**config.mk**
```make
export PLATFORM = sky130hd
export DESIGN_NAME = bcv_top
export DESIGN_NICKNAME = d
export VERILOG_FILES = /design/src/verilog/bcv_pkg.sv /design/src/verilog/bcv_cfg_mem.sv /design/src/verilog/bcv_top.sv
export SDC_FILE = /design/constraint.sdc
export NUM_CORES = 1
export LEC_CHECK = 0
export BUFFER_PORTS_ARGS = -buffer_cell sky130_fd_sc_hd__buf_4
export CAP_MARGIN = 0
export CORE_MARGIN = 2
export CORE_UTILIZATION = 29
export CTS_CLUSTER_DIAMETER = 120
export CTS_CLUSTER_SIZE = 30
export DETAILED_ROUTE_END_ITERATION = 8
export PLACE_DENSITY = 0.5
export SYNTH_ARGS = -nofsm -noshare
export SYNTH_HDL_FRONTEND = slang
export SYNTH_HIERARCHICAL = 1
export SYNTH_SLANG_ARGS = --single-unit
export TNS_END_PERCENT = 50
```
**constraint.sdc**
```tcl
create_clock -name ref_clk_i -period 8.85 [get_ports ref_clk_i]
set_clock_uncertainty 0.2 [all_clocks]
set_input_delay 0.4425 -clock ref_clk_i [delete_from_list [all_inputs] [get_ports ref_clk_i]]
set_output_delay 0.4425 -clock ref_clk_i [all_outputs]
set_load 0.02 [all_outputs]
```
**src/verilog/bcv_pkg.sv**
```systemverilog
// constants, types and decode helpers for the boot config vector capture
package bcv_pkg;
	localparam int unsigned CLK_MHZ = 20;
	// register byte offsets
	localparam logic [11:0] ADDR_CTRL = 12'h000;
	localparam logic [11:0] ADDR_STS = 12'h004;
	localparam logic [11:0] ADDR_STATE = 12'h008;
	localparam logic [11:0] ADDR_MEM = 12'h100;
	localparam int unsigned MEM_DEPTH = 16;
	// control register bit positions
	localparam int unsigned CTRL_SWRST = 0;
	localparam int unsigned CTRL_HALT = 1;
	localparam int unsigned CTRL_CCDS = 2;
	localparam int unsigned CTRL_CCUS = 3;
	// reset procedure length
	localparam int unsigned INIT_TIME_NS = 800;
	localparam int unsigned INIT_CYCLES = (INIT_TIME_NS * CLK_MHZ + 999) / 1000;
	// decoded rates
	localparam logic [9:0] SMB_SLOW_KHZ = 10'h064;
	localparam logic [9:0] SMB_FAST_KHZ = 10'h190;
	localparam logic [7:0] REFCLK_LO_MHZ = 8'h64;
	localparam logic [7:0] REFCLK_HI_MHZ = 8'h7d;
	// switch operating mode codes
	localparam logic [3:0] MODE_NORMAL = 4'h0;
	localparam logic [3:0] MODE_EEPROM = 4'h1;
	localparam logic [3:0] MODE_FO_P0 = 4'h8;
	localparam logic [3:0] MODE_FO_P2 = 4'h9;
	localparam logic [3:0] MODE_EE_FO_P0 = 4'ha;
	localparam logic [3:0] MODE_EE_FO_P2 = 4'hb;
	localparam logic [3:0] UP_PORT_0 = 4'h0;
	localparam logic [3:0] UP_PORT_2 = 4'h2;
	localparam logic [1:0] RESP_OKAY = 2'h0;
	localparam logic [1:0] RESP_SLVERR = 2'h2;

	typedef struct packed {
		logic [3:0] switch_operating_mode;
		logic reset_halt;
		logic ref_clock_freq_select;
		logic [7:0] merge_pair;
		logic master_smbus_slow_select;
		logic common_clock_upstream;
		logic common_clock_downstream;
	} bcv_strap_s;

	typedef struct packed {
		logic common_clock_upstream;
		logic common_clock_downstream;
		logic reset_halt;
	} bcv_ovr_s;

	typedef struct packed {
		logic eeprom_init;
		logic failover;
		logic [3:0] up_port;
		logic reserved;
	} bcv_mode_s;

	typedef enum logic [3:0] {
		ST_RESET = 4'b0001,
		ST_INIT = 4'b0010,
		ST_HALT = 4'b0100,
		ST_RUN = 4'b1000
	} bcv_state_e;

	// switch operating mode decode
	function automatic bcv_mode_s decode_mode(input logic [3:0] m);
		bcv_mode_s r;
		r = '{eeprom_init: 1'b0, failover: 1'b0, up_port: UP_PORT_0,
			reserved: 1'b0};
		case (m)
			MODE_NORMAL: r.reserved = 1'b0;
			MODE_EEPROM: r.eeprom_init = 1'b1;
			MODE_FO_P0: r.failover = 1'b1;
			MODE_FO_P2:
			begin
				r.failover = 1'b1;
				r.up_port = UP_PORT_2;
			end
			MODE_EE_FO_P0:
			begin
				r.eeprom_init = 1'b1;
				r.failover = 1'b1;
			end
			MODE_EE_FO_P2:
			begin
				r.eeprom_init = 1'b1;
				r.failover = 1'b1;
				r.up_port = UP_PORT_2;
			end
			default: r.reserved = 1'b1;
		endcase
		return r;
	endfunction : decode_mode
endpackage : bcv_pkg

```
**src/verilog/bcv_cfg_mem.sv**
```systemverilog
// small byte-writable register memory with registered read data
`timescale 1ns/1ns
module bcv_cfg_mem #(
	parameter int unsigned DEPTH = 16,
	parameter int unsigned AW = 4
) (
	input wire logic clk_i,
	input wire logic we_i,
	input wire logic [AW-1:0] waddr_i,
	input wire logic [31:0] wdata_i,
	input wire logic [3:0] wstrb_i,
	input wire logic [AW-1:0] raddr_i,
	output logic [31:0] rdata_o
);
	logic [31:0] mem_q [DEPTH];

	// byte-lane write
	always_ff @(posedge clk_i)
	begin
		if (we_i)
		begin
			for (int b = 0; b < 4; b++)
			begin
				if (wstrb_i[b])
					mem_q[waddr_i][b*8 +: 8] <= wdata_i[b*8 +: 8];
			end
		end
	end

	// registered read port
	always_ff @(posedge clk_i)
	begin
		rdata_o <= mem_q[raddr_i];
	end
endmodule : bcv_cfg_mem

```
**src/verilog/bcv_top.sv**
```systemverilog
// boot config vector capture, reset sequencing and axi4-lite registers
`timescale 1ns/1ns
module bcv_top #(
	parameter int unsigned MEM_DEPTH = bcv_pkg::MEM_DEPTH,
	parameter int unsigned INIT_CYCLES = bcv_pkg::INIT_CYCLES
) (
	input wire logic ref_clk_i,
	input wire logic nrst_i,
	input wire logic fundamental_reset_n_i,
	input wire bcv_pkg::bcv_strap_s strap_i,
	input wire logic ee_wr_i,
	input wire logic [11:0] ee_addr_i,
	input wire logic [31:0] ee_wdata_i,
	input wire logic ee_done_i,
	input wire logic [11:0] s_axi_awaddr_i,
	input wire logic s_axi_awvalid_i,
	output logic s_axi_awready_o,
	input wire logic [31:0] s_axi_wdata_i,
	input wire logic [3:0] s_axi_wstrb_i,
	input wire logic s_axi_wvalid_i,
	output logic s_axi_wready_o,
	output logic [1:0] s_axi_bresp_o,
	output logic s_axi_bvalid_o,
	input wire logic s_axi_bready_i,
	input wire logic [11:0] s_axi_araddr_i,
	input wire logic s_axi_arvalid_i,
	output logic s_axi_arready_o,
	output logic [31:0] s_axi_rdata_o,
	output logic [1:0] s_axi_rresp_o,
	output logic s_axi_rvalid_o,
	input wire logic s_axi_rready_i,
	output logic core_reset_n_o,
	output logic smbus_active_o,
	output logic common_clock_downstream_o,
	output logic common_clock_upstream_o,
	output logic [9:0] master_smbus_rate_khz_o,
	output logic [15:0] port_enable_o,
	output logic [15:0] port_x8_o,
	output logic [7:0] ref_clk_mhz_o,
	output logic eeprom_init_o,
	output logic failover_en_o,
	output logic [3:0] init_upstream_port_o,
	output logic mode_reserved_o
);
	localparam int unsigned MAW = $clog2(MEM_DEPTH);
	localparam logic [11:0] MEM_END = 12'(bcv_pkg::ADDR_MEM + 4 * MEM_DEPTH);

	logic rst_meta_q, rst_n;
	bcv_pkg::bcv_state_e st_q, st_d;
	logic pin_cause_q;
	logic cold_pend_q;
	bcv_pkg::bcv_strap_s strap_q, cold_sts_q, eff;
	bcv_pkg::bcv_ovr_s ovr_q;
	bcv_pkg::bcv_mode_s mode;
	logic [7:0] init_cnt_q;
	logic sw_rst_q;
	logic in_freset;
	logic aw_have_q, w_have_q, bvalid_q, awready_q, wready_q;
	logic [11:0] awaddr_q;
	logic [31:0] wdata_q;
	logic [3:0] wstrb_q;
	logic [1:0] bresp_q;
	logic axi_wr, wr_en;
	logic [11:0] wr_addr;
	logic [31:0] wr_data;
	logic [3:0] wr_strb;
	logic aw_have_d, w_have_d, bvalid_d;
	logic rd_pend_q, arready_q, rvalid_q;
	logic [11:0] raddr_q;
	logic [31:0] rdata_q, mem_rdata;
	logic [1:0] rresp_q;

	function automatic logic is_mem(input logic [11:0] a);
		return (a >= bcv_pkg::ADDR_MEM) && (a < MEM_END);
	endfunction : is_mem

	function automatic logic [MAW-1:0] mem_idx(input logic [11:0] a);
		logic [11:0] off;
		off = a - bcv_pkg::ADDR_MEM;
		return off[MAW+1:2];
	endfunction : mem_idx

	// release of the asynchronous reset through two flops
	always_ff @(posedge ref_clk_i or negedge nrst_i)
	begin
		if (!nrst_i)
		begin
			rst_meta_q <= 1'b0;
			rst_n <= 1'b0;
		end
		else
		begin
			rst_meta_q <= 1'b1;
			rst_n <= rst_meta_q;
		end
	end

	// effective settings: captured straps with overridable fields replaced
	always_comb
	begin
		eff = strap_q;
		eff.common_clock_downstream = ovr_q.common_clock_downstream;
		eff.common_clock_upstream = ovr_q.common_clock_upstream;
		eff.reset_halt = ovr_q.reset_halt;
		mode = bcv_pkg::decode_mode(strap_q.switch_operating_mode);
	end

	assign in_freset = (st_q == bcv_pkg::ST_INIT) || (st_q == bcv_pkg::ST_HALT);

	// reset sequence state
	always_comb
	begin
		st_d = st_q;
		case (st_q)
			bcv_pkg::ST_RESET:
				if (fundamental_reset_n_i)
					st_d = bcv_pkg::ST_INIT;
			bcv_pkg::ST_INIT:
				if (init_cnt_q == 8'(INIT_CYCLES - 1)
					&& (ee_done_i || !mode.eeprom_init))
					st_d = ovr_q.reset_halt ? bcv_pkg::ST_HALT
						: bcv_pkg::ST_RUN;
			bcv_pkg::ST_HALT:
				if (!ovr_q.reset_halt)
					st_d = bcv_pkg::ST_RUN;
			bcv_pkg::ST_RUN:
				if (sw_rst_q)
					st_d = bcv_pkg::ST_RESET;
			default: st_d = bcv_pkg::ST_RESET;
		endcase
		if (!fundamental_reset_n_i)
			st_d = bcv_pkg::ST_RESET;
	end

	always_ff @(posedge ref_clk_i or negedge rst_n)
	begin
		if (!rst_n)
			st_q <= bcv_pkg::ST_RESET;
		else
			st_q <= st_d;
	end

	// cause of the pending fundamental reset: pin or software
	always_ff @(posedge ref_clk_i or negedge rst_n)
	begin
		if (!rst_n)
			pin_cause_q <= 1'b1;
		else if (!fundamental_reset_n_i)
			pin_cause_q <= 1'b1;
		else if (st_q == bcv_pkg::ST_RUN && sw_rst_q)
			pin_cause_q <= 1'b0;
	end

	// reset procedure timer
	always_ff @(posedge ref_clk_i or negedge rst_n)
	begin
		if (!rst_n)
			init_cnt_q <= 8'h00;
		else if (st_q != bcv_pkg::ST_INIT)
			init_cnt_q <= 8'h00;
		else if (init_cnt_q != 8'(INIT_CYCLES - 1))
			init_cnt_q <= init_cnt_q + 8'h01;
	end

	// strap capture on pin negation; otherwise strap inputs are ignored
	always_ff @(posedge ref_clk_i or negedge rst_n)
	begin
		if (!rst_n)
			strap_q <= '0;
		else if (st_q == bcv_pkg::ST_RESET && fundamental_reset_n_i
			&& pin_cause_q)
			strap_q <= strap_i;
	end

	// status copy of the values sampled at the first pin negation after nrst_i release
	always_ff @(posedge ref_clk_i or negedge rst_n)
	begin
		if (!rst_n)
		begin
			cold_pend_q <= 1'b1;
			cold_sts_q <= '0;
		end
		else if (st_q == bcv_pkg::ST_RESET && fundamental_reset_n_i
			&& pin_cause_q && cold_pend_q)
		begin
			cold_pend_q <= 1'b0;
			cold_sts_q <= strap_i;
		end
	end

	// overridable fields: loaded at reset exit, writable in reset only
	always_ff @(posedge ref_clk_i or negedge rst_n)
	begin
		if (!rst_n)
			ovr_q <= '0;
		else if (st_q == bcv_pkg::ST_RESET && fundamental_reset_n_i)
		begin
			ovr_q.common_clock_downstream <= pin_cause_q
				? strap_i.common_clock_downstream
				: strap_q.common_clock_downstream;
			ovr_q.common_clock_upstream <= pin_cause_q
				? strap_i.common_clock_upstream
				: strap_q.common_clock_upstream;
			ovr_q.reset_halt <= pin_cause_q ? strap_i.reset_halt
				: strap_q.reset_halt;
		end
		else if (wr_en && wr_addr == bcv_pkg::ADDR_CTRL && wr_strb[0]
			&& in_freset)
		begin
			ovr_q.reset_halt <= wr_data[bcv_pkg::CTRL_HALT];
			ovr_q.common_clock_downstream <= wr_data[bcv_pkg::CTRL_CCDS];
			ovr_q.common_clock_upstream <= wr_data[bcv_pkg::CTRL_CCUS];
		end
	end

	// software fundamental reset request, self clearing
	always_ff @(posedge ref_clk_i or negedge rst_n)
	begin
		if (!rst_n)
			sw_rst_q <= 1'b0;
		else
			sw_rst_q <= wr_en && wr_addr == bcv_pkg::ADDR_CTRL && wr_strb[0]
				&& wr_data[bcv_pkg::CTRL_SWRST] && st_q == bcv_pkg::ST_RUN;
	end

	// decoded settings, all registered
	always_ff @(posedge ref_clk_i or negedge rst_n)
	begin
		if (!rst_n)
		begin
			core_reset_n_o <= 1'b0;
			smbus_active_o <= 1'b0;
			common_clock_downstream_o <= 1'b0;
			common_clock_upstream_o <= 1'b0;
			master_smbus_rate_khz_o <= bcv_pkg::SMB_FAST_KHZ;
			ref_clk_mhz_o <= bcv_pkg::REFCLK_LO_MHZ;
			eeprom_init_o <= 1'b0;
			failover_en_o <= 1'b0;
			init_upstream_port_o <= bcv_pkg::UP_PORT_0;
			mode_reserved_o <= 1'b0;
		end
		else
		begin
			core_reset_n_o <= (st_q == bcv_pkg::ST_RUN);
			smbus_active_o <= (st_q != bcv_pkg::ST_RESET);
			common_clock_downstream_o <= eff.common_clock_downstream;
			common_clock_upstream_o <= eff.common_clock_upstream;
			master_smbus_rate_khz_o <= eff.master_smbus_slow_select
				? bcv_pkg::SMB_SLOW_KHZ : bcv_pkg::SMB_FAST_KHZ;
			ref_clk_mhz_o <= eff.ref_clock_freq_select
				? bcv_pkg::REFCLK_HI_MHZ : bcv_pkg::REFCLK_LO_MHZ;
			eeprom_init_o <= mode.eeprom_init;
			failover_en_o <= mode.failover;
			init_upstream_port_o <= mode.up_port;
			mode_reserved_o <= mode.reserved;
		end
	end

	// port pair merging: odd port folds in as lanes 4..7 of the even port
	always_ff @(posedge ref_clk_i or negedge rst_n)
	begin
		if (!rst_n)
		begin
			port_enable_o <= 16'hffff;
			port_x8_o <= 16'h0000;
		end
		else
		begin
			for (int k = 0; k < 8; k++)
			begin
				port_enable_o[2*k] <= 1'b1;
				port_enable_o[2*k+1] <= !eff.merge_pair[k];
				port_x8_o[2*k] <= eff.merge_pair[k];
				port_x8_o[2*k+1] <= 1'b0;
			end
		end
	end

	// register write source: eeprom loader wins, axi write waits
	always_comb
	begin
		axi_wr = aw_have_q && w_have_q && !bvalid_q && !ee_wr_i;
		wr_en = ee_wr_i || axi_wr;
		wr_addr = ee_wr_i ? ee_addr_i : awaddr_q;
		wr_data = ee_wr_i ? ee_wdata_i : wdata_q;
		wr_strb = ee_wr_i ? 4'hf : wstrb_q;
		aw_have_d = (aw_have_q && !axi_wr)
			|| (s_axi_awvalid_i && awready_q);
		w_have_d = (w_have_q && !axi_wr) || (s_axi_wvalid_i && wready_q);
		bvalid_d = (bvalid_q && !s_axi_bready_i) || axi_wr;
	end

	// axi write channels
	always_ff @(posedge ref_clk_i or negedge rst_n)
	begin
		if (!rst_n)
		begin
			aw_have_q <= 1'b0;
			w_have_q <= 1'b0;
			bvalid_q <= 1'b0;
			awready_q <= 1'b0;
			wready_q <= 1'b0;
			awaddr_q <= 12'h000;
			wdata_q <= 32'h00000000;
			wstrb_q <= 4'h0;
			bresp_q <= bcv_pkg::RESP_OKAY;
		end
		else
		begin
			aw_have_q <= aw_have_d;
			w_have_q <= w_have_d;
			bvalid_q <= bvalid_d;
			awready_q <= !aw_have_d && !bvalid_d;
			wready_q <= !w_have_d && !bvalid_d;
			if (s_axi_awvalid_i && awready_q)
				awaddr_q <= {s_axi_awaddr_i[11:2], 2'b00};
			if (s_axi_wvalid_i && wready_q)
			begin
				wdata_q <= s_axi_wdata_i;
				wstrb_q <= s_axi_wstrb_i;
			end
			if (axi_wr)
				bresp_q <= (awaddr_q == bcv_pkg::ADDR_CTRL || is_mem(awaddr_q))
					? bcv_pkg::RESP_OKAY : bcv_pkg::RESP_SLVERR;
		end
	end

	bcv_cfg_mem #(
		.DEPTH(MEM_DEPTH),
		.AW(MAW)
	) u_mem (
		.clk_i(ref_clk_i),
		.we_i(wr_en && is_mem(wr_addr)),
		.waddr_i(mem_idx(wr_addr)),
		.wdata_i(wr_data),
		.wstrb_i(wr_strb),
		.raddr_i(mem_idx(s_axi_araddr_i)),
		.rdata_o(mem_rdata)
	);

	// axi read: address taken, one cycle for memory, then data
	always_ff @(posedge ref_clk_i or negedge rst_n)
	begin
		if (!rst_n)
		begin
			rd_pend_q <= 1'b0;
			arready_q <= 1'b0;
			rvalid_q <= 1'b0;
			raddr_q <= 12'h000;
			rdata_q <= 32'h00000000;
			rresp_q <= bcv_pkg::RESP_OKAY;
		end
		else
		begin
			rd_pend_q <= s_axi_arvalid_i && arready_q;
			arready_q <= !(s_axi_arvalid_i && arready_q) && !rd_pend_q
				&& !(rvalid_q && !s_axi_rready_i);
			if (s_axi_arvalid_i && arready_q)
				raddr_q <= {s_axi_araddr_i[11:2], 2'b00};
			if (rd_pend_q)
			begin
				rvalid_q <= 1'b1;
				rresp_q <= bcv_pkg::RESP_OKAY;
				if (is_mem(raddr_q))
					rdata_q <= mem_rdata;
				else if (raddr_q == bcv_pkg::ADDR_CTRL)
					rdata_q <= {28'h0000000, ovr_q.common_clock_upstream,
						ovr_q.common_clock_downstream, ovr_q.reset_halt, 1'b0};
				else if (raddr_q == bcv_pkg::ADDR_STS)
					rdata_q <= {15'h0000, cold_sts_q};
				else if (raddr_q == bcv_pkg::ADDR_STATE)
					rdata_q <= {26'h0000000, cold_pend_q, pin_cause_q, st_q};
				else
				begin
					rdata_q <= 32'h00000000;
					rresp_q <= bcv_pkg::RESP_SLVERR;
				end
			end
			else if (s_axi_rready_i)
				rvalid_q <= 1'b0;
		end
	end

	assign s_axi_awready_o = awready_q;
	assign s_axi_wready_o = wready_q;
	assign s_axi_bvalid_o = bvalid_q;
	assign s_axi_bresp_o = bresp_q;
	assign s_axi_arready_o = arready_q;
	assign s_axi_rvalid_o = rvalid_q;
	assign s_axi_rdata_o = rdata_q;
	assign s_axi_rresp_o = rresp_q;
endmodule : bcv_top

```
# ---- Yosys cells after proc, flatten, opt, wreduce, memory -nomap -nowiden
# Memories as Yosys holds them, arrays and structs flattened. A register that Yosys moved wholly into a read port is not among the register bits.
# Index checks and enable logic that the tools add are counted.
dict set report word_totals {
  reg_bits 196
  mem_bits_rw 512
  inputBits 131
  elab_cells 194
  mem_count 1
}
dict set report classes {
  add_sub_neg 3
  order_cmp 6
  n_eq_ne 19
  mux 47
  reduce_logical 67
}
# memory words word_bits read_ports rd_clocked_by_memory_dff wr line_no
set mem_list {}
lappend mem_list {u_mem.mem_q 16 32 1 1 1 bcv_cfg_mem.sv:15} ;# logic [31:0] mem_q [DEPTH];
# cell n
set ops {}
lappend ops {{32-bit two-way mux} 2}
lappend ops {{12-bit by 9-bit >= comparator with 1-bit output (second input constant)} 3}
lappend ops {{12-bit logical NOT} 3}
lappend ops {{12-bit by 9-bit less-than comparator with 1-bit output (second input constant)} 3}
lappend ops {{17-bit two-way mux} 2}
lappend ops {{1-bit logical AND} 28}
lappend ops {{4-bit two-way mux} 6}
lappend ops {{1-bit two-way mux} 22}
lappend ops {{4-bit equality test (second input constant)} 5}
lappend ops {{1-bit logical NOT} 20}
lappend ops {{8-bit two-way mux} 2}
lappend ops {{4-bit one-hot mux with 4 select lines} 1}
lappend ops {{12-bit two-way mux} 1}
lappend ops {{2-bit two-way mux} 6}
lappend ops {{6-bit by 1-bit subtractor with 6-bit output (second input constant)} 2}
lappend ops {{10-bit by 1-bit equality test with 1-bit output (second input constant)} 1}
lappend ops {{10-bit by 2-bit equality test with 1-bit output (second input constant)} 1}
lappend ops {{9-bit two-way mux} 1}
lappend ops {{8-bit by 1-bit adder with 8-bit output (second input constant)} 1}
lappend ops {{4-bit by 1-bit equality test with 1-bit output (second input constant)} 2}
lappend ops {{8-bit by 4-bit equality test with 1-bit output (second input constant)} 1}
lappend ops {{8-bit by 4-bit inequality test with 1-bit output (second input constant)} 1}
lappend ops {{1-bit logical OR} 7}
lappend ops {{3-bit two-way mux} 2}
lappend ops {{other kinds (16)} 19}

# ---- Logic depth before layout (Yosys ltp)
# Gate-level depths: netlist of run 1.
dict set report depth {
  depth_word 9
  depth_mapped 8
  ltp_nobuf 5
}

# ---- Modules after synthesis
# The synthesis of run 1 kept the hierarchy.
# mod instances cells_each area_each_um2 seq_area_each_um2
set by_module_without_submodules {}
lappend by_module_without_submodules {bcv_cfg_mem 1 909 20099.3 16015.4}
lappend by_module_without_submodules {bcv_top 1 613 7728.7 4494.3}

# ---- Worst setup path before layout of run 1
# No wires, ideal clock.
dict set report synth_timing {
  path_type {input -> register}
  start {input port ee_wr_i}
  end {memory u_mem.mem_q[10][0], enable pin}
  setup_ns 0.370
  t_arrival_ns 2.386
  required_time_ns 8.280
  setup_slack_ns 5.894
  cell_stages 8
  path_buffers 4
  cell_sequence {buf_2 buf_1 clkbuf_1 mux2i_1 a21oi_1 nand2_1 clkbuf_1 nor2_1}
}
dict set report synth_between {
  elab_chain_len 6
  elab_cells_between_ends 13
}
# element line_no
set synth_rtl {}
lappend synth_rtl {{start: declaration} bcv_top.sv:11} ;# input wire logic ee_wr_i,
lappend synth_rtl {{12-bit two-way mux or 1-bit logical NOT (tied branches)} {bcv_top.sv:284, bcv_top.sv:282}}
lappend synth_rtl {{12-bit by 9-bit >= comparator with 1-bit output, or another cell as far along} bcv_top.sv:74} ;# return (a >= bcv_pkg::ADDR_MEM) && (a < MEM_END);
lappend synth_rtl {{1-bit logical AND or 1-bit logical OR (tied branches)} {bcv_top.sv:74, bcv_top.sv:283}}
lappend synth_rtl {{1-bit logical AND} bcv_top.sv:333} ;# .we_i(wr_en && is_mem(wr_addr)),
lappend synth_rtl {{1-bit two-way mux} bcv_cfg_mem.sv:20} ;# if (we_i)
lappend synth_rtl {{1-bit two-way mux (implied by the code)} bcv_cfg_mem.sv:25} ;# mem_q[waddr_i][b*8 +: 8] <= wdata_i[b*8 +: 8];
lappend synth_rtl {{end: declaration} bcv_cfg_mem.sv:15}
# Several ways; a longest one is shown, not always the timed one.

# ---- Final worst setup path of run 1
dict set report layout_timing {
  start {register awaddr_q[6]}
  end {memory u_mem.mem_q[12][21], enable pin}
}
dict set report layout_between {
  elab_chain_len 6
  elab_cells_between_ends 7
}
# element line_no
set layout_rtl {}
lappend layout_rtl {{start: declaration} bcv_top.sv:59} ;# logic [11:0] awaddr_q;
lappend layout_rtl {{start signal: assignment} bcv_top.sv:316} ;# awaddr_q <= {s_axi_awaddr_i[11:2], 2'b00};
lappend layout_rtl {{12-bit two-way mux (*)} bcv_top.sv:284} ;# wr_addr = ee_wr_i ? ee_addr_i : awaddr_q;
lappend layout_rtl {{12-bit by 9-bit >= comparator with 1-bit output or 12-bit by 9-bit less-than comparator with 1-bit output (tied branches)} bcv_top.sv:74}
lappend layout_rtl {{1-bit logical AND (*)} bcv_top.sv:74}
lappend layout_rtl {{1-bit logical AND (*)} bcv_top.sv:333}
lappend layout_rtl {{1-bit two-way mux (*)} bcv_cfg_mem.sv:20}
lappend layout_rtl {{1-bit two-way mux (implied by the code) (*)} bcv_cfg_mem.sv:25}
# Every way passes the cells marked *; elsewhere a longest branch is shown, timed or not.

==> results.txt, run 1 <==
Nets = 1,889
Vias = 14.0k
Ys flop type = edfxtp_1
Setup violators final = 0
GR Overflow Total = 0
RR Endpoint = u_mem/mem_q[12][21]
H-Tree Depth = 1
R2R depth = 5
Synth Warn # = 6
CP max FO = 16
Final Cycle Share = 0.436
Die ar. = 0.0985 mm^2
CTS tree = done
Crit. End Element = flip-flop
Critical path's top delay family = simple AND/OR/NAND/NOR gates
Result of the run = finished clean
Area of the multi-input gates = 0.00673 mm^2
Final Slew Violations = 0
Register area = 0.0205 mm^2
Worst path depth = 5
Pin count of the biggest net entering global routing = 144
Clock transition at path regs = 110 ps
Diodes inserted = 0
Tmin final = 3860 ps
Clk buf depth = 3
RePlAce Congestion = 0.721
Leading area contributor after synthesis = edfxtp_1
Synth top area cells = edfxtp_1, dfrtp_1, mux4_2
Final setup TNS = 0 ps
Syn avg cell area = 18.3 um^2
Crit path max-delay cell type = nor2_1
Final Hold Vio Count = 0
Die X = 314 um
Pwr per Cell Area = 228 mW/mm^2
Io pins = 233
Clk_lat worst skew = 630 ps
Routed WL = 63,700 um
Worst path buffer plus inverter count = 0
Synth Instances = 1,522
All-layer global routing usage = 0.127
Cell Rows = 113
Post-Synthesis Cell Area = 0.0278 mm^2
Port buffer count = 198
Post-synth EDFFs = 512
Hold Buf Count CTS = 76
Critical Setup Path Class = reg2reg
First-pass GRT wire length = 94,400 um
Core area = 0.0950 mm^2
Yosys cell types = 51
TritonCTS Sinks = 723
DRT Pass-1 Iters = 5
Vias in the first global route = 14.6k
Commonest non-fill, non-tap cell in the layout = edfxtp_1
Post-DP HPWL = 41,200 um
Post-synth ARST share = 0.248
Commonest cells after routing, fill and taps aside = edfxtp_1, buf_4, dfrtp_1
Flop-to-flop setup slack = 4990 ps
Worst r2r src = awaddr_q[6]
P&R area growth vs syn = 15.5%
Via/cell ratio = 4.61
Core Util, Final = 0.338
WP data arrival = 3920 ps
Power, Total = 0.00732 W
Share of cells above drive strength 1 = 0.300
Maximum vdd drop = 124 uV
Post-CTS setup buffer count = 0
Final ANT Viol Nets = 0
Critical path, cell by cell = or4_4 > or3_4 > a21oi_1 > nand2_1 > nor2_1
Class of the worst hold path = reg2async
Filler cell count = 9,135
Initial Util = 0.293
Crit start category = flip-flop
Root Buffer = clkbuf_16
Max_cap viols = 0
CP endpoint = u_mem/mem_q[12][21]
Routed length per instance = 20.9 um
Rel. slew slack = 0.289
Initial drt markers = 811
Crit path from = awaddr_q[6]
Die Y = 314 um
Post-synthesis sequential element count = 723
Worst-Margin Slew = 1060 ps
DRC Markers = 0
Initial antenna violation count = 1
Resized cells post-CTS = 0
Max frequency = 259 MHz
Worst path max stage delay = 920 ps
Post-synth top area share = 0.552
Sequential fraction of the synthesis area = 0.737
Num CTS Buffers = 28
Leak = 11.1 nW
Data required, critical path = 8910 ps
RSZ-0062 raised after global routing = false
cells in the mapped netlist (2+ instances only):
library cell and instances:
or2_2 4, buf_1 13, mux4_2 128, a21oi_1 27, and3_1 3, o21bai_1 2, a21o_1 2, buf_2 14
nand3_1 25, buf_4 46, nor3b_1 2, a31oi_1 2, and2_1 5, a22o_1 3, dfrtp_1 167, or3_1 4
conb_1 2, o2bb2ai_1 3, a22oi_1 81, nor2b_1 11, dfstp_2 12, clkbuf_1 38, mux2i_1 10, inv_1 31
mux2_2 130, nor4b_1 3, o21ai_0 22, nor4_1 4, nand2_1 62, nor2_1 99, nor3_1 2, dfxtp_1 32
edfxtp_1 512, xor2_1 4
registers in the layout, summed over array words and instances (netlist names), 10 cells and up:
| signal | cells |
|---|---|
| awaddr_q | 10 |
| cold_sts_q | 17 |
| eff | 17 |
| raddr_q | 10 |
| s_axi_rdata_o | 32 |
| u_mem/mem_q | 512 |
| u_mem/rdata_o | 32 |
| wdata_q | 32 |
stage by stage:
stage | hold WS [ps] | std cells | worst slack (ps) | instance area, um^2
2_1_floorplan | -53.1 | 1551 | 3310 | 27900
3_3_place_gp | 24.7 | 2916 | 4490 | 30500
3_5_place_dp | 25.5 | 2916 | 4470 | 30500
4_1_cts | 72.5 | 3044 | 4830 | 32100
5_1_grt | 88.5 | 3044 | 4750 | 32100
6_report | 108 | 3044 | 4990 | 32100
final cells by class:
| cell class | count | area share |
|---|---|---|
| well taps | 1265 | 0.0493 |
| flip-flops and latches | 723 | 0.639 |
| clock buffers | 48 | 0.0241 |
| multi-input cells | 686 | 0.209 |
| clock inverters | 4 | 0.00148 |
| inverters | 31 | 0.00362 |
| repair buffers | 287 | 0.0736 |
kinds of logic (layout without fill, tap and decap cells):
kind of cell / Yosys count / after routing / synth area share
flip-flops: 723 / 723 / 0.737
AND/OR/NAND/NOR: 235 / 235 / 0.0389
other: 2 / 31 / 0.000270
adder cells (fa/ha/maj): 1 / 1 / 0.000450
multiplexers: 268 / 268 / 0.160
AO/OA/AOI/OAI: 146 / 146 / 0.0360
buffers and inverters: 142 / 370 / 0.0260
XOR/XNOR: 5 / 5 / 0.00157
layer usage:
layer | track usage | up-vias | part of all wire
met5 | 0 | - | 0.00016
li1 | - | 6290 | -
met3 | 0.0147 | 56 | 0.037
met4 | 0.0238 | 2 | 0.016
met2 | 0.224 | 300 | 0.51
met1 | 0.171 | 7392 | 0.44
worst register-to-register path, delay by kind of cell, from the launching register on:
kind	cells	cell delay [ps]
AND/OR/NAND/NOR	4	2350
AO/OA/AOI/OAI	1	540
flip-flops	1	400
worst min path at each step:
stage                              to          from  depth (start not counted)  slack [ps]
detailed placement         rst_meta_q        nrst_i                          1          30
global route                 sw_rst_q  ee_addr_i[6]                          3          90
floorplan                  rst_meta_q        nrst_i                          0         -50
global placement           rst_meta_q        nrst_i                          1          20
finish              s_axi_rdata_o[27]         rst_n                          0         110
CTS                          sw_rst_q  ee_addr_i[6]                          3          70
power by group:
| part | internal [W] | switching (W) | leakage, nW |
|---|---|---|---|
| Clock | 0.000618 | 0.00101 | 0.392 |
| Sequential | 0.00415 | 0.000186 | 7.07 |
| Combinational | 0.000554 | 0.000806 | 3.66 |
No activity file was read; power rests on OpenSTA's default activity.
==> inputs of run 2 (changes only) <==
--- a/config.mk
+++ b/config.mk
@@ -12,7 +12,7 @@
 export CTS_CLUSTER_DIAMETER = 120
 export CTS_CLUSTER_SIZE = 30
 export DETAILED_ROUTE_END_ITERATION = 8
-export PLACE_DENSITY = 0.5
+export PLACE_DENSITY = 0.51
 export SYNTH_ARGS = -nofsm -noshare
 export SYNTH_HDL_FRONTEND = slang
 export SYNTH_HIERARCHICAL = 1
==> constraint.sdc (replaced) <==
create_clock -name ref_clk_i -period 3.3 [get_ports ref_clk_i]
set_clock_uncertainty 0.2 [all_clocks]
set_input_delay 0.165 -clock ref_clk_i [delete_from_list [all_inputs] [get_ports ref_clk_i]]
set_output_delay 0.165 -clock ref_clk_i [all_outputs]
set_load 0.02 [all_outputs]
==> run 2 against run 1 <==
Effect of this change: routed wire length increased by 7.5%; total power grew to 2.8 times the previous value; clock power rose to 2.7 times the previous value; sequential power grew to 2.7 times the previous value; die area stayed put; maximum frequency increased by 34%; utilization increased by 1.6 points.
==> results.txt, run 2 (synthesized netlist as in run 1, its figures left out) <==
Result of the run = finished clean
Maximum vdd drop = 385 uV
Die X = 314 um
Final setup TNS = 0 ps
Die ar. = 0.0985 mm^2
Fin area = 0.0336 mm^2
RR Endpoint = u_mem/mem_q[1][8]
Crit start category = flip-flop
Io pins = 233
Hold EP = u_mem/mem_q[15][12]
Routed length per instance = 21.4 um
Vias = 14.7k
Cell with the most instances on the worst path = buf_4
DRC Markers = 0
Worst path max stage delay = 540 ps
Die Y = 314 um
Pin count of the biggest net entering global routing = 43
CP max FO = 16
Clk buf depth = 3
RePlAce Congestion = 0.750
P&R area growth vs syn = 20.8%
Initial antenna violation count = 3
Largest register FFs = 512
Diodes inserted = 0
All-layer global routing usage = 0.137
Pre-CTS WS = 434 ps
Core area = 0.0950 mm^2
Critical Setup Path Class = reg2reg
Class of the worst hold path = in2reg
Num CTS Buffers = 28
TritonCTS Sinks = 723
Routed WL = 68,400 um
Reg with most FFs = u_mem/mem_q
Port buffer count = 198
Placed cells = 3,010
Max_cap viols = 0
WP data arrival = 3030 ps
Cell Rows = 113
Post-CTS setup buffer count = 0
Final Hold Vio Count = 0
Clock transition at path regs = 120 ps
Setup violators final = 0
First-pass GRT wire length = 100,000 um
H-Tree Depth = 1
Worst r2r src = awaddr_q[6]
Leak = 11.9 nW
Crit path max-delay cell type = or4_4
Hold_ws = 32.2 ps
Final ANT Viol Nets = 0
Root Buffer = clkbuf_16
Initial Util = 0.293
Commonest cells after routing, fill and taps aside = edfxtp_1, buf_4, dfrtp_1
Flop-to-flop setup slack = 410 ps
Tmin final = 2890 ps
Finished Layout Cells = 3,205
Nets = 2,050
Data required, critical path = 3440 ps
Share of cells above drive strength 1 = 0.322
Final worst slack = 413 ps
GR Overflow Total = 0
Filler cell count = 9,002
Hold path depth = 2
Clk_lat worst skew = 650 ps
Max frequency = 346 MHz
R2R depth = 7
Hold Buf Count CTS = 143
Post-DP HPWL = 45,600 um
CTS tree = done
Final Cycle Share = 0.875
Commonest non-fill, non-tap cell in the layout = edfxtp_1
Hold path start = ee_wdata_i[12]
Placed Area = 0.0313 mm^2
Vias in the first global route = 15.4k
Via/cell ratio = 4.60
Final Slew Violations = 0
Initial drt markers = 1,130
Crit. End Element = flip-flop
Worst-Margin Slew = 1060 ps
Critical path, cell by cell = or4_4 > or3_4 > a21oi_1 > nand2_1 > buf_4 > nor2_1 > buf_4
DRT Pass-1 Iters = 5
Resized cells post-CTS = 0
RSZ-0062 raised after global routing = false
Rel. slew slack = 0.285
Pwr per Cell Area = 600 mW/mm^2
==> run 2: cell count changes in the layout (fill, tap and decap cells not counted) <==
cell / previous run / this run
and2_2: 1 / 0
clkinv_16: 0 / 2
clkinv_8: 1 / 0
buf_12: 1 / 8
dlygate4sd3_1: 76 / 143
clkinv_2: 0 / 1
inv_6: 1 / 0
inv_8: 2 / 0
and2_1: 4 / 5
buf_4: 209 / 296
clkbuf_1: 20 / 21
==> run 2: power by group <==
group	internal [W]	switching [W]	total [W]
clock	0.00166	0.00272	0.00438
sequential	0.0111	0.000516	0.0116
combinational	0.00182	0.00234	0.00416
total	0.0146	0.00557	0.0202
==> run 2: worst max-delay path, delay by kind of cell (launching register included) <==
kind                   cells  cell delay, ps
AND/OR/NAND/NOR            4            1160
flip-flops                 1             390
buffers and inverters      2             430
AO/OA/AOI/OAI              1             380
==> run 2: per-layer routing <==
| metal | vias up | global-route usage | share of wire |
|---|---|---|---|
| li1 | 6602 | - | - |
| met1 | 7738 | 0.184 | 0.44 |
| met2 | 340 | 0.240 | 0.50 |
| met3 | 56 | 0.0183 | 0.043 |
| met4 | 2 | 0.0250 | 0.018 |
| met5 | - | 0 | 0.00020 |
==> run 2: worst max-delay path by stage <==
stage,startpoint,endpoint,slack (ps)
global route,awaddr_q[6],u_mem/mem_q[1][8],280
floorplan,rst_n,aw_have_q,160
global placement,awaddr_q[6],u_mem/mem_q[6][19],440
finish,awaddr_q[6],u_mem/mem_q[1][8],410
CTS,awaddr_q[6],u_mem/mem_q[1][14],370
detailed placement,awaddr_q[6],u_mem/mem_q[7][19],430
==> run 2: cell type report <==
type / count / area, um^2 / area share
Tap cell: 1265 / 1580 / 0.0471
Sequential cell: 723 / 20500 / 0.610
Multi-Input combinational cell: 686 / 6730 / 0.200
Inverter: 31 / 116 / 0.00346
Timing Repair Buffer: 448 / 3830 / 0.114
Clock inverter: 3 / 65.1 / 0.00194
Clock buffer: 49 / 779 / 0.0232
==> run 2: through the flow <==
step	power, W	utilization
4_1_cts	0.0204	0.354
5_1_grt	0.0211	0.354
2_1_floorplan	0.0140	-
6_report	0.0202	0.354
3_5_place_dp	0.0157	0.330
3_3_place_gp	0.0155	0.330
